### src/core/rsm_pkg.sv
// Package with register map, field layout and timing constants of the reset source manager
package rsm_pkg;

  // ---------------------------------------------------------------
  // Register offsets (printed offsets are all multiples of four)
  // ---------------------------------------------------------------
  localparam logic [1:0] CAUSE_IDX = 2'h0;
  localparam logic [1:0] SOFT_IDX = 2'h1;
  localparam logic [1:0] UNLOCK_IDX = 2'h2;
  localparam int ADDR_W = 4;
  localparam logic [ADDR_W-1:0] CAUSE_ADDR = {CAUSE_IDX, 2'h0};
  localparam logic [ADDR_W-1:0] SOFT_ADDR = {SOFT_IDX, 2'h0};
  localparam logic [ADDR_W-1:0] UNLOCK_ADDR = {UNLOCK_IDX, 2'h0};
  localparam logic [ADDR_W-1:0] CONFIG_ADDR = 4'hC;

  // ---------------------------------------------------------------
  // Field positions and values
  // ---------------------------------------------------------------
  localparam int POWER_UP_BIT = 0;
  localparam int BROWNOUT_BIT = 1;
  localparam int PIN_BIT = 2;
  localparam int WATCHDOG_BIT = 3;
  localparam int SOFTWARE_BIT = 4;
  localparam int DEBUG_BIT = 5;
  localparam int NUM_CAUSES = 6;
  localparam int SOFT_TRIGGER_BIT = 0;
  localparam logic [7:0] IO_REGISTER_KEY = 8'hD8;
  localparam logic [5:0] CAUSE_RESET = 6'h01;
  localparam logic [2:0] BOD_LEVEL_MIN = 3'h0;

  // ---------------------------------------------------------------
  // Timing
  // ---------------------------------------------------------------
  localparam int CLK_HZ = 20000000;
  localparam int UNLOCK_WINDOW_INSTR = 4;
  localparam logic [2:0] UNLOCK_WINDOW_CYC = 3'(UNLOCK_WINDOW_INSTR);
  localparam int INIT_NS = 300;
  localparam int INIT_CYC = (INIT_NS * (CLK_HZ / 1000000) + 999) / 1000;
  localparam logic [3:0] INIT_CYC_W = 4'(INIT_CYC);
  localparam int SUT_STEP_US = 1000;
  localparam int SUT_STEP_CYC = SUT_STEP_US * (CLK_HZ / 1000000);

  // ---------------------------------------------------------------
  // Types
  // ---------------------------------------------------------------
  typedef struct packed {
    logic [3:0] addr;
    logic [7:0] wdata;
    logic wr;
    logic rd;
  } rsm_bus_t;

  typedef struct packed {
    logic pin_reset_en;
    logic bod_en;
    logic [2:0] bod_level;
    logic [2:0] startup_delay_setting;
    logic scan_at_startup;
  } rsm_cfg_t;

endpackage

### src/core/rsm_reset_source_manager.sv
// Reset source manager: merges reset requests, sequences system reset, records cause
//
// Summary of operation
// - Manager always active; brownout and pin sources need enabling first
// - Reload configuration-backed registers after every reset
// - Record reset source in cause flags
// - Power-up source always on, holds reset
// - Supply-low reasserts reset with no delay
// - Brownout level from config, minimum when unused
// - Pin reset held while enabled pin low
// - Unserviced watchdog timeout issues reset
// - Soft trigger write starts full reset
// - Init phase; startup delay for supply sources
// - Init phase extended until memory scan done
// - Operates in active and all sleep modes
// - Unlocked-less protected writes are ignored
// - Soft reset register guarded by io key
// - Cause flags clear on one; power-up clears others
// - After power-up only power-up flag sets
// - Soft trigger always reads zero
`timescale 1ns/1ps
module rsm_reset_source_manager #(
  parameter int SUT_STEP_CYCLES = rsm_pkg::SUT_STEP_CYC
) (
  input wire logic ref_clk,
  input wire logic srst,
  input wire rsm_pkg::rsm_bus_t bus,
  output logic [7:0] rdata,
  input wire rsm_pkg::rsm_cfg_t cfg,
  input wire logic supply_low,
  input wire logic brownout_monitor_trip,
  input wire logic reset_pin_n,
  input wire logic watchdog_unit_timeout,
  input wire logic debug_port_link_reset,
  input wire logic scan_done,
  input wire logic sleep_active,
  output logic [2:0] brownout_monitor_level,
  output logic system_reset,
  output logic config_reload,
  output logic scan_start,
  output logic override_available,
  output logic override_settings_clear,
  output logic volatile_clear
);

  // ---------------------------------------------------------------
  // Phase overview
  // ---------------------------------------------------------------
  // Hold: some request still active
  // Init: fixed settle time, longer after supply causes
  // Scan: optional wait for memory check
  // Run: reset released, flags readable
  // Config reload pulses once on leaving hold
  // Sleep state never gates any part of this block
  // Any new request sends the sequencer back to hold

  // ---------------------------------------------------------------
  // Limits
  // ---------------------------------------------------------------
  // Pin and brownout inputs arrive already synchronised
  // Watchdog and debug requests may be single pulses
  // Startup delay counts in steps of SUT_STEP_CYCLES
  // Soft write with trigger low still closes window
  // Unlock window counts clock cycles, not instructions
  // Flags keep their value across non power-up resets
  // Timer override status follows power-up causes only

  // ---------------------------------------------------------------
  // Request merge
  // ---------------------------------------------------------------
  logic [rsm_pkg::NUM_CAUSES-1:0] req;
  logic any_req;
  logic supply_req;
  logic por_active;

  // Source requests gated by their enables; sleep state never gates them
  // Power-up request covers srst and supply low
  // Brownout and pin need their configuration enables
  // Watchdog and debug are always armed
  always_comb begin
    req = '0;
    req[rsm_pkg::POWER_UP_BIT] = supply_low | srst;
    req[rsm_pkg::BROWNOUT_BIT] = cfg.bod_en & brownout_monitor_trip;
    req[rsm_pkg::PIN_BIT] = cfg.pin_reset_en & ~reset_pin_n;
    req[rsm_pkg::WATCHDOG_BIT] = watchdog_unit_timeout;
    req[rsm_pkg::DEBUG_BIT] = debug_port_link_reset;
  end

  // Brownout level forced to minimum when unused
  assign brownout_monitor_level = cfg.bod_en ? cfg.bod_level : rsm_pkg::BOD_LEVEL_MIN;

  // ---------------------------------------------------------------
  // Unlock guard and soft trigger
  // ---------------------------------------------------------------
  logic [2:0] unlock_reg;
  logic [2:0] unlock_next;
  logic soft_req_reg;
  logic soft_req_next;
  logic soft_wr;

  assign soft_wr = bus.wr && bus.addr == rsm_pkg::SOFT_ADDR;

  // Key opens a short window; soft write outside it is dropped
  // A second key write restarts the window
  // Soft write consumes the window, hit or miss
  // Any reset closes the window at once
  // Key value only accepted at the unlock offset
  always_comb begin
    unlock_next = unlock_reg;
    soft_req_next = 1'b0;
    if (unlock_reg != 3'h0) begin
      unlock_next = unlock_reg - 3'h1;
    end
    if (bus.wr && bus.addr == rsm_pkg::UNLOCK_ADDR && bus.wdata == rsm_pkg::IO_REGISTER_KEY) begin
      unlock_next = rsm_pkg::UNLOCK_WINDOW_CYC;
    end
    if (soft_wr && unlock_reg != 3'h0) begin
      soft_req_next = bus.wdata[rsm_pkg::SOFT_TRIGGER_BIT];
      unlock_next = 3'h0;
    end
    if (system_reset) begin
      unlock_next = 3'h0;
      soft_req_next = 1'b0;
    end
  end

  // Registers only; clearing decided above
  always_ff @(posedge ref_clk) begin
    if (srst) begin
      unlock_reg <= 3'h0;
      soft_req_reg <= 1'b0;
    end else begin
      unlock_reg <= unlock_next;
      soft_req_reg <= soft_req_next;
    end
  end

  assign supply_req = req[rsm_pkg::POWER_UP_BIT] | req[rsm_pkg::BROWNOUT_BIT];
  assign any_req = (|req) | soft_req_reg;

  // ---------------------------------------------------------------
  // Reset sequencer
  // ---------------------------------------------------------------
  typedef enum logic [1:0] {ST_HOLD, ST_INIT, ST_SCAN, ST_RUN} rsm_state_t;
  rsm_state_t state_reg;
  rsm_state_t state_next;
  logic [23:0] cnt_reg;
  logic [23:0] cnt_next;
  logic supply_seen_reg;
  logic supply_seen_next;
  logic por_seen_reg;
  logic por_seen_next;
  logic [23:0] init_len;

  // Base init time plus startup delay steps for supply causes
  // Product fits 24 bits for the largest setting
  always_comb begin
    init_len = 24'(rsm_pkg::INIT_CYC_W);
    if (supply_seen_reg) begin
      init_len = 24'(rsm_pkg::INIT_CYC_W) + 24'(cfg.startup_delay_setting) * 24'(SUT_STEP_CYCLES);
    end
  end

  // Hazard: a request mid-init restarts from hold
  // Counter width covers the largest startup setting
  // Supply and power-up memory cleared only in run
  always_comb begin
    state_next = state_reg;
    cnt_next = cnt_reg;
    supply_seen_next = supply_seen_reg;
    por_seen_next = por_seen_reg;
    if (any_req) begin
      state_next = ST_HOLD;
      cnt_next = 24'h000000;
      supply_seen_next = supply_seen_reg | supply_req;
      por_seen_next = por_seen_reg | req[rsm_pkg::POWER_UP_BIT];
    end else begin
      unique case (state_reg)
        ST_HOLD: begin
          state_next = ST_INIT;
          cnt_next = 24'h000000;
        end
        ST_INIT: begin
          cnt_next = cnt_reg + 24'h000001;
          if (cnt_reg + 24'h000001 >= init_len) begin
            state_next = cfg.scan_at_startup ? ST_SCAN : ST_RUN;
          end
        end
        ST_SCAN: begin
          if (scan_done) begin
            state_next = ST_RUN;
          end
        end
        ST_RUN: begin
          // Forget the causes once running
          supply_seen_next = 1'b0;
          por_seen_next = 1'b0;
        end
      endcase
    end
  end

  // Power-up reset is applied by srst itself, so state takes a constant there
  always_ff @(posedge ref_clk) begin
    if (srst) begin
      state_reg <= ST_HOLD;
      cnt_reg <= 24'h000000;
      supply_seen_reg <= 1'b1;
      por_seen_reg <= 1'b1;
    end else begin
      state_reg <= state_next;
      cnt_reg <= cnt_next;
      supply_seen_reg <= supply_seen_next;
      por_seen_reg <= por_seen_next;
    end
  end

  // ---------------------------------------------------------------
  // Reset outputs
  // ---------------------------------------------------------------

  // Power-up sequence, live from the first request cycle
  assign por_active = req[rsm_pkg::POWER_UP_BIT] || (por_seen_reg && state_reg != ST_RUN);

  // Reset held through all phases before run
  assign system_reset = any_req || state_reg != ST_RUN;
  assign config_reload = state_reg == ST_HOLD && !any_req;
  assign scan_start = state_reg == ST_SCAN;
  assign volatile_clear = system_reset;
  assign override_settings_clear = por_active;
  assign override_available = !por_active;

  // ---------------------------------------------------------------
  // Reset cause flags
  // ---------------------------------------------------------------
  logic [rsm_pkg::NUM_CAUSES-1:0] cause_reg;
  logic [rsm_pkg::NUM_CAUSES-1:0] cause_next;
  logic [rsm_pkg::NUM_CAUSES-1:0] cause_set;

  // Set beats clear when both land in one cycle
  // Power-up forces flags to power-up only
  // Forcing lasts until run, per boot rule
  always_comb begin
    cause_set = req;
    cause_set[rsm_pkg::SOFTWARE_BIT] = soft_req_reg;
    cause_next = cause_reg;
    if (bus.wr && bus.addr == rsm_pkg::CAUSE_ADDR) begin
      cause_next = cause_reg & ~bus.wdata[rsm_pkg::NUM_CAUSES-1:0];
    end
    if (por_active) begin
      cause_next = rsm_pkg::CAUSE_RESET;
    end else begin
      cause_next = cause_next | cause_set;
    end
  end

  // Power-up value on srst
  always_ff @(posedge ref_clk) begin
    if (srst) begin
      cause_reg <= rsm_pkg::CAUSE_RESET;
    end else begin
      cause_reg <= cause_next;
    end
  end

  // ---------------------------------------------------------------
  // Read port, data one cycle after strobe
  // ---------------------------------------------------------------
  logic [7:0] rdata_next;
  logic [7:0] config_view;

  // Status view: sleep state, scan, startup delay, brownout level
  assign config_view = {sleep_active, cfg.scan_at_startup, cfg.startup_delay_setting,
    cfg.bod_level};

  // Unmapped and write-only offsets read zero
  always_comb begin
    rdata_next = 8'h00;
    if (bus.rd) begin
      unique case (bus.addr)
        rsm_pkg::CAUSE_ADDR: rdata_next = {2'h0, cause_reg};
        rsm_pkg::SOFT_ADDR: rdata_next = 8'h00;
        rsm_pkg::CONFIG_ADDR: rdata_next = config_view;
        default: rdata_next = 8'h00;
      endcase
    end
  end

  // Read data register, cleared by reset too
  always_ff @(posedge ref_clk) begin
    if (srst) begin
      rdata <= 8'h00;
    end else begin
      rdata <= rdata_next;
    end
  end

endmodule // rsm_reset_source_manager

### config.mk
export PLATFORM = sky130hd
export DESIGN_NAME = rsm_reset_source_manager
export DESIGN_NICKNAME = d
export VERILOG_FILES = /design/src/core/rsm_pkg.sv /design/src/core/rsm_reset_source_manager.sv
export SDC_FILE = /design/constraint.sdc
export NUM_CORES = 1
export LEC_CHECK = 0
export BUFFER_PORTS_ARGS = -buffer_cell sky130_fd_sc_hd__buf_4
export CAP_MARGIN = 20
export CORE_MARGIN = 2
export CORE_UTILIZATION = 55
export DETAILED_ROUTE_END_ITERATION = 8
export PLACE_DENSITY_LB_ADDON = 0.05
export SETUP_SLACK_MARGIN = 0.05
export SLEW_MARGIN = 40
export SYNTH_ARGS = -nofsm -noshare
export SYNTH_HDL_FRONTEND = slang
export SYNTH_SLANG_ARGS = --single-unit
### constraint.sdc
create_clock -name ref_clk -period 8.5 [get_ports ref_clk]
set_input_delay 1.275 -clock ref_clk [delete_from_list [all_inputs] [get_ports ref_clk]]
set_output_delay 1.275 -clock ref_clk [all_outputs]
set_load 0.01 [all_outputs]
==> results by stage <==
Outcome:
- The flow ran to the end, and the final reports show no timing, DRC or antenna violations.

CTS:
- The later pin in the worst-skew pair is clocked with a latency of 300 ps.
- The TritonCTS clock tree is yes.
- The total clock buffers created by CTS is 5.
- After clock tree synthesis, the flow added hold-fix buffers numbering 0.
- The clock tree buffer depth is 2.
- In this run, post-CTS repair resized a total of 0 instances.
- CTS built an H-tree with a depth of 2.
- The number of clock sinks is 46.
- The buffer type at the clock tree root is clkbuf_8.
- The clock transition time at the flip-flop clock pins of the worst setup and hold paths is 80 ps.
- Post-CTS timing repair inserted 0 buffers for setup.

Flow run:
- The total of max-cap violations is 0.

Route:
- After detailed routing, the number of remaining DRC violations is 0.
- In this run, the number of DRC markers left after iteration 0 of detailed routing was 105.
- The vias after detailed routing is 2817.
- The via density per instance is 5.71.
- Once detail routing completed, the nets flagged for antenna violations numbered 0.
- The final routed wirelength across all metal layers is 7.04 mm.
- The number of iterations in the first detailed-routing pass is 4.
- After detailed routing, the average wire length per cell comes to 14.3 um.

Global route:
- The most crowded layer after global routing is met2.
- After global routing the overflow that remains totals 0.
- For this run, global-route usage on met2 was measured as 42.7%.
- The global-route met3 utilization is 5.29%.
- The initial antenna violation count is 0.
- The met1 usage is 27.6%.
- The first global-routing pass estimated 11.7 mm of wire.
- The total global-route track usage is 23.6%.
- The pin count of the biggest net entering global routing is 29.
- The via count of the first global-routing pass is 2574.

Synth:
- By area, the combinational part of the netlist is dominated by simple AND/OR/NAND/NOR gates.
- The number of different library cells in the post-synthesis netlist is 53.
- The flip-flop cell with the highest count after synthesis is dfxtp_1.
- The summed instance area of the synthesized netlist is 3020 um2.
- Summing the areas of all fa, ha and maj instances in the mapped netlist gives 12.8% of the synthesized area.
- Of the synthesized area, sequential elements account for 30.5%.
- Summing the areas of all compound-gate instances in the mapped netlist gives 16.2% of the synthesized area.
- The simple-gate share of the synthesized area is 29.3%.
- In the synthesized netlist, mux cells make up 1.33% of the area.
- The total number of yosys warnings is 0.
- Counting every net in the synthesized netlist gives 441.
- After technology mapping, the gate count stands at 380.
- The average footprint of a synthesized cell is 7.95 um2.
- Of all flip-flops after synthesis, the portion carrying an async set or reset was 0%.
- In this run, synthesis produced a sequential element count of 46.
- The synthesized netlist devotes 5.51% of its cell area to XOR and XNOR gates.
- The number of synthesized flops with an enable pin is 0.

Layout:
- Cells with a size suffix above 1 make up 15.8% of the layout.
- The library cells used most frequently in the layout, excluding fill and tap cells, are 49 x buf_4, 46 x dfxtp_1, 45 x nor2_1.
- With fillers left out, the area of the finished cells amounts to 3510 um2.
- For this run, the post-layout net count is 484.
- Relative to the synthesized area, the layout overhead comes to 16.3%.
- The count of filler cells inserted in the layout is 458.
- The most frequent standard cell in the layout excluding fill and tap cells is buf_4.
- The antenna diode count is 0.
- The register with the most flip-flops in the layout has 24 of them.

Floorplan:
- The number of cell rows is 26.
- Measured along the y axis, the die boundary spans 78.1 um.
- The die covers 6100 um2.
- For this configuration, the core starts out at a cell density of 58.0%.
- In this run the horizontal extent of the chip is 78.1 um.
- In this run the count of I/O pins placed on the die edge is 49.
- The core region is 5200 um2.

Critical path:
- The library cell contributing the largest single delay on the critical path is fa_1.
- The worst setup path is launched from an input pin.
- The critical path class is in -> reg.
- In this run the register-to-register setup slack is 4610 ps.
- In this run the critical register-to-register path is launched from cnt_reg[0].
- The worst endpoint data arrival time is 4610 ps.
- The endpoint identified for the worst register-to-register timing path is state_reg[0].
- The stage delay of the slowest cell on the critical path is 500 ps.
- The worst reg2reg path depth is 12.
- The largest fanout on the critical path is 8.
- STA puts the critical path data required time at 8680 ps.
- The worst setup path is captured at a flop.
- The critical path goes through buf_4, fa_1, ha_1, a21o_1, a21oi_1, nor2b_1, xnor2_1, nand2b_1, ha_1, a21o_1, a211o_1, a221o_1, o31a_1, nor4_1, nor3_1.

STA:
- The worst path needs 4430 ps of the cycle, external delays included.
- The worst path meets setup with 4070 ps of slack.
- The count of final max-slew check failures is 0.
- The setup-violating endpoint count in the final report is 0.
- The max-slew headroom at the worst pin is 50.3%.
- The worst-case hold slack is 459 ps.
- Clock skew on the completed layout was measured at 4.45 ps.
- The achievable frequency is 0.226 GHz.
- In the finished design, the share of the clock period the worst path needs comes to 52.1%.
- Setup repair after global routing left no endpoint under its margin.
- For the pin with the worst max-slew slack, the measured transition is 744 ps.
- The total count of hold-check failures in the final report was 0.
- For the final routed database, the setup TNS stands at 0 ps.

Min path:
- The worst hold path begins at por_seen_reg.
- The end point of the most critical hold path is por_seen_reg.
- The number of stages on the worst hold path is 2.
- In this run the worst hold path is classified as reg -> reg.

Power:
- For this design the static power due to leakage is 1.54 nW.
- The power density relative to cell area is 111 nW/um2.
- Across the VDD grid, the largest voltage drop is 0.0000828 V.

Placed design:
- The placed wire-length estimate is 5.36 mm.
- Buffers placed on the I/O ports in this run total 48.
- Summing all placed instances gives a cell area of 3430 um2.
- Prior to clock tree synthesis, the placed netlist has a worst setup slack of 3770 ps.
- The final RePlAce weighted congestion is 0.859.
metal layers:
layer	share of wire [%]	wire length, um
met2	49	3450
met4	1.3	93
met5	0	0
met3	6.4	453
met1	43	3040
power breakdown:
group	internal, mW	switching (mW)
Combinational	0.0230	0.0244
Sequential	0.216	0.000194
Clock	0.0553	0.0715
Total	0.294	0.0961
worst max-delay path: cells and delay by family:
family	cells	cell delay [ps]
buf+inv	1	150
simple gates	4	590
compound gates	6	1400
fa+ha+maj	3	1060
xor+xnor	1	120
stage by stage:
| stage | utilization [%] | instances | total power [mW] |
|---|---|---|---|
| 6_report | 67.5 | 493 | 0.390 |
| 2_1_floorplan | - | 380 | 0.246 |
| 3_5_place_dp | 66.0 | 486 | 0.268 |
| 4_1_cts | 67.5 | 493 | 0.395 |
| 5_1_grt | 67.5 | 493 | 0.408 |
| 3_3_place_gp | 65.7 | 486 | 0.267 |
worst max path at each step:
stage	startpoint	end	depth (start not counted)
after floorplan	cfg[1]	state_reg[0]	14
after global placement	cfg[1]	state_reg[0]	15
after detailed placement	cfg[1]	state_reg[1]	15
after CTS	cfg[1]	state_reg[1]	15
after global routing	cfg[1]	state_reg[0]	15
final	cfg[1]	state_reg[0]	15
kinds of logic after synthesis:
| group | count (synthesis) |
|---|---|
| AND/OR/NAND/NOR | 169 |
| AO/OA/AOI/OAI | 79 |
| flip-flops | 46 |
| buffers and inverters | 34 |
| adder cells (fa/ha/maj) | 29 |
| XOR/XNOR | 19 |
| multiplexers | 4 |
cell usage after synthesis, types with 2 or more instances:
master | n | share of area, %
clkbuf_1 | 10 | 1.2
nor2_1 | 45 | 5.6
fa_1 | 3 | 2.0
or3_1 | 6 | 1.2
a211oi_1 | 2 | 0.50
or4_1 | 2 | 0.50
nand4_1 | 8 | 1.7
and2_1 | 5 | 1.0
a31oi_1 | 4 | 0.83
nor2b_1 | 4 | 0.83
xnor2_1 | 13 | 3.8
xor2_1 | 6 | 1.7
nor4_1 | 5 | 1.0
a21oi_1 | 33 | 5.5
nor3_1 | 7 | 1.2
a21o_1 | 4 | 0.99
a311oi_1 | 3 | 0.87
and4_1 | 2 | 0.58
a22oi_1 | 6 | 1.5
inv_1 | 21 | 2.6
o21ai_0 | 13 | 2.2
a211o_1 | 2 | 0.58
nand2b_1 | 2 | 0.41
and3_1 | 10 | 2.1
nand3_1 | 16 | 2.7
mux2i_1 | 4 | 1.3
o31ai_1 | 3 | 0.75
ha_1 | 26 | 11
nand3b_1 | 5 | 1.2
nand2_1 | 42 | 5.2
dfxtp_1 | 46 | 31
final cells by class:
type	instances	area (um2)	share of cell area, %
inverter	21	78.8	2.24
multi-input combinational	300	1980	56.3
clock inverter	2	10.0	0.285
tap	70	87.6	2.49
clock buffer	5	68.8	1.96
sequential	46	921	26.2
timing repair buffer	49	368	10.5
(Power assumes the default switching activity.)
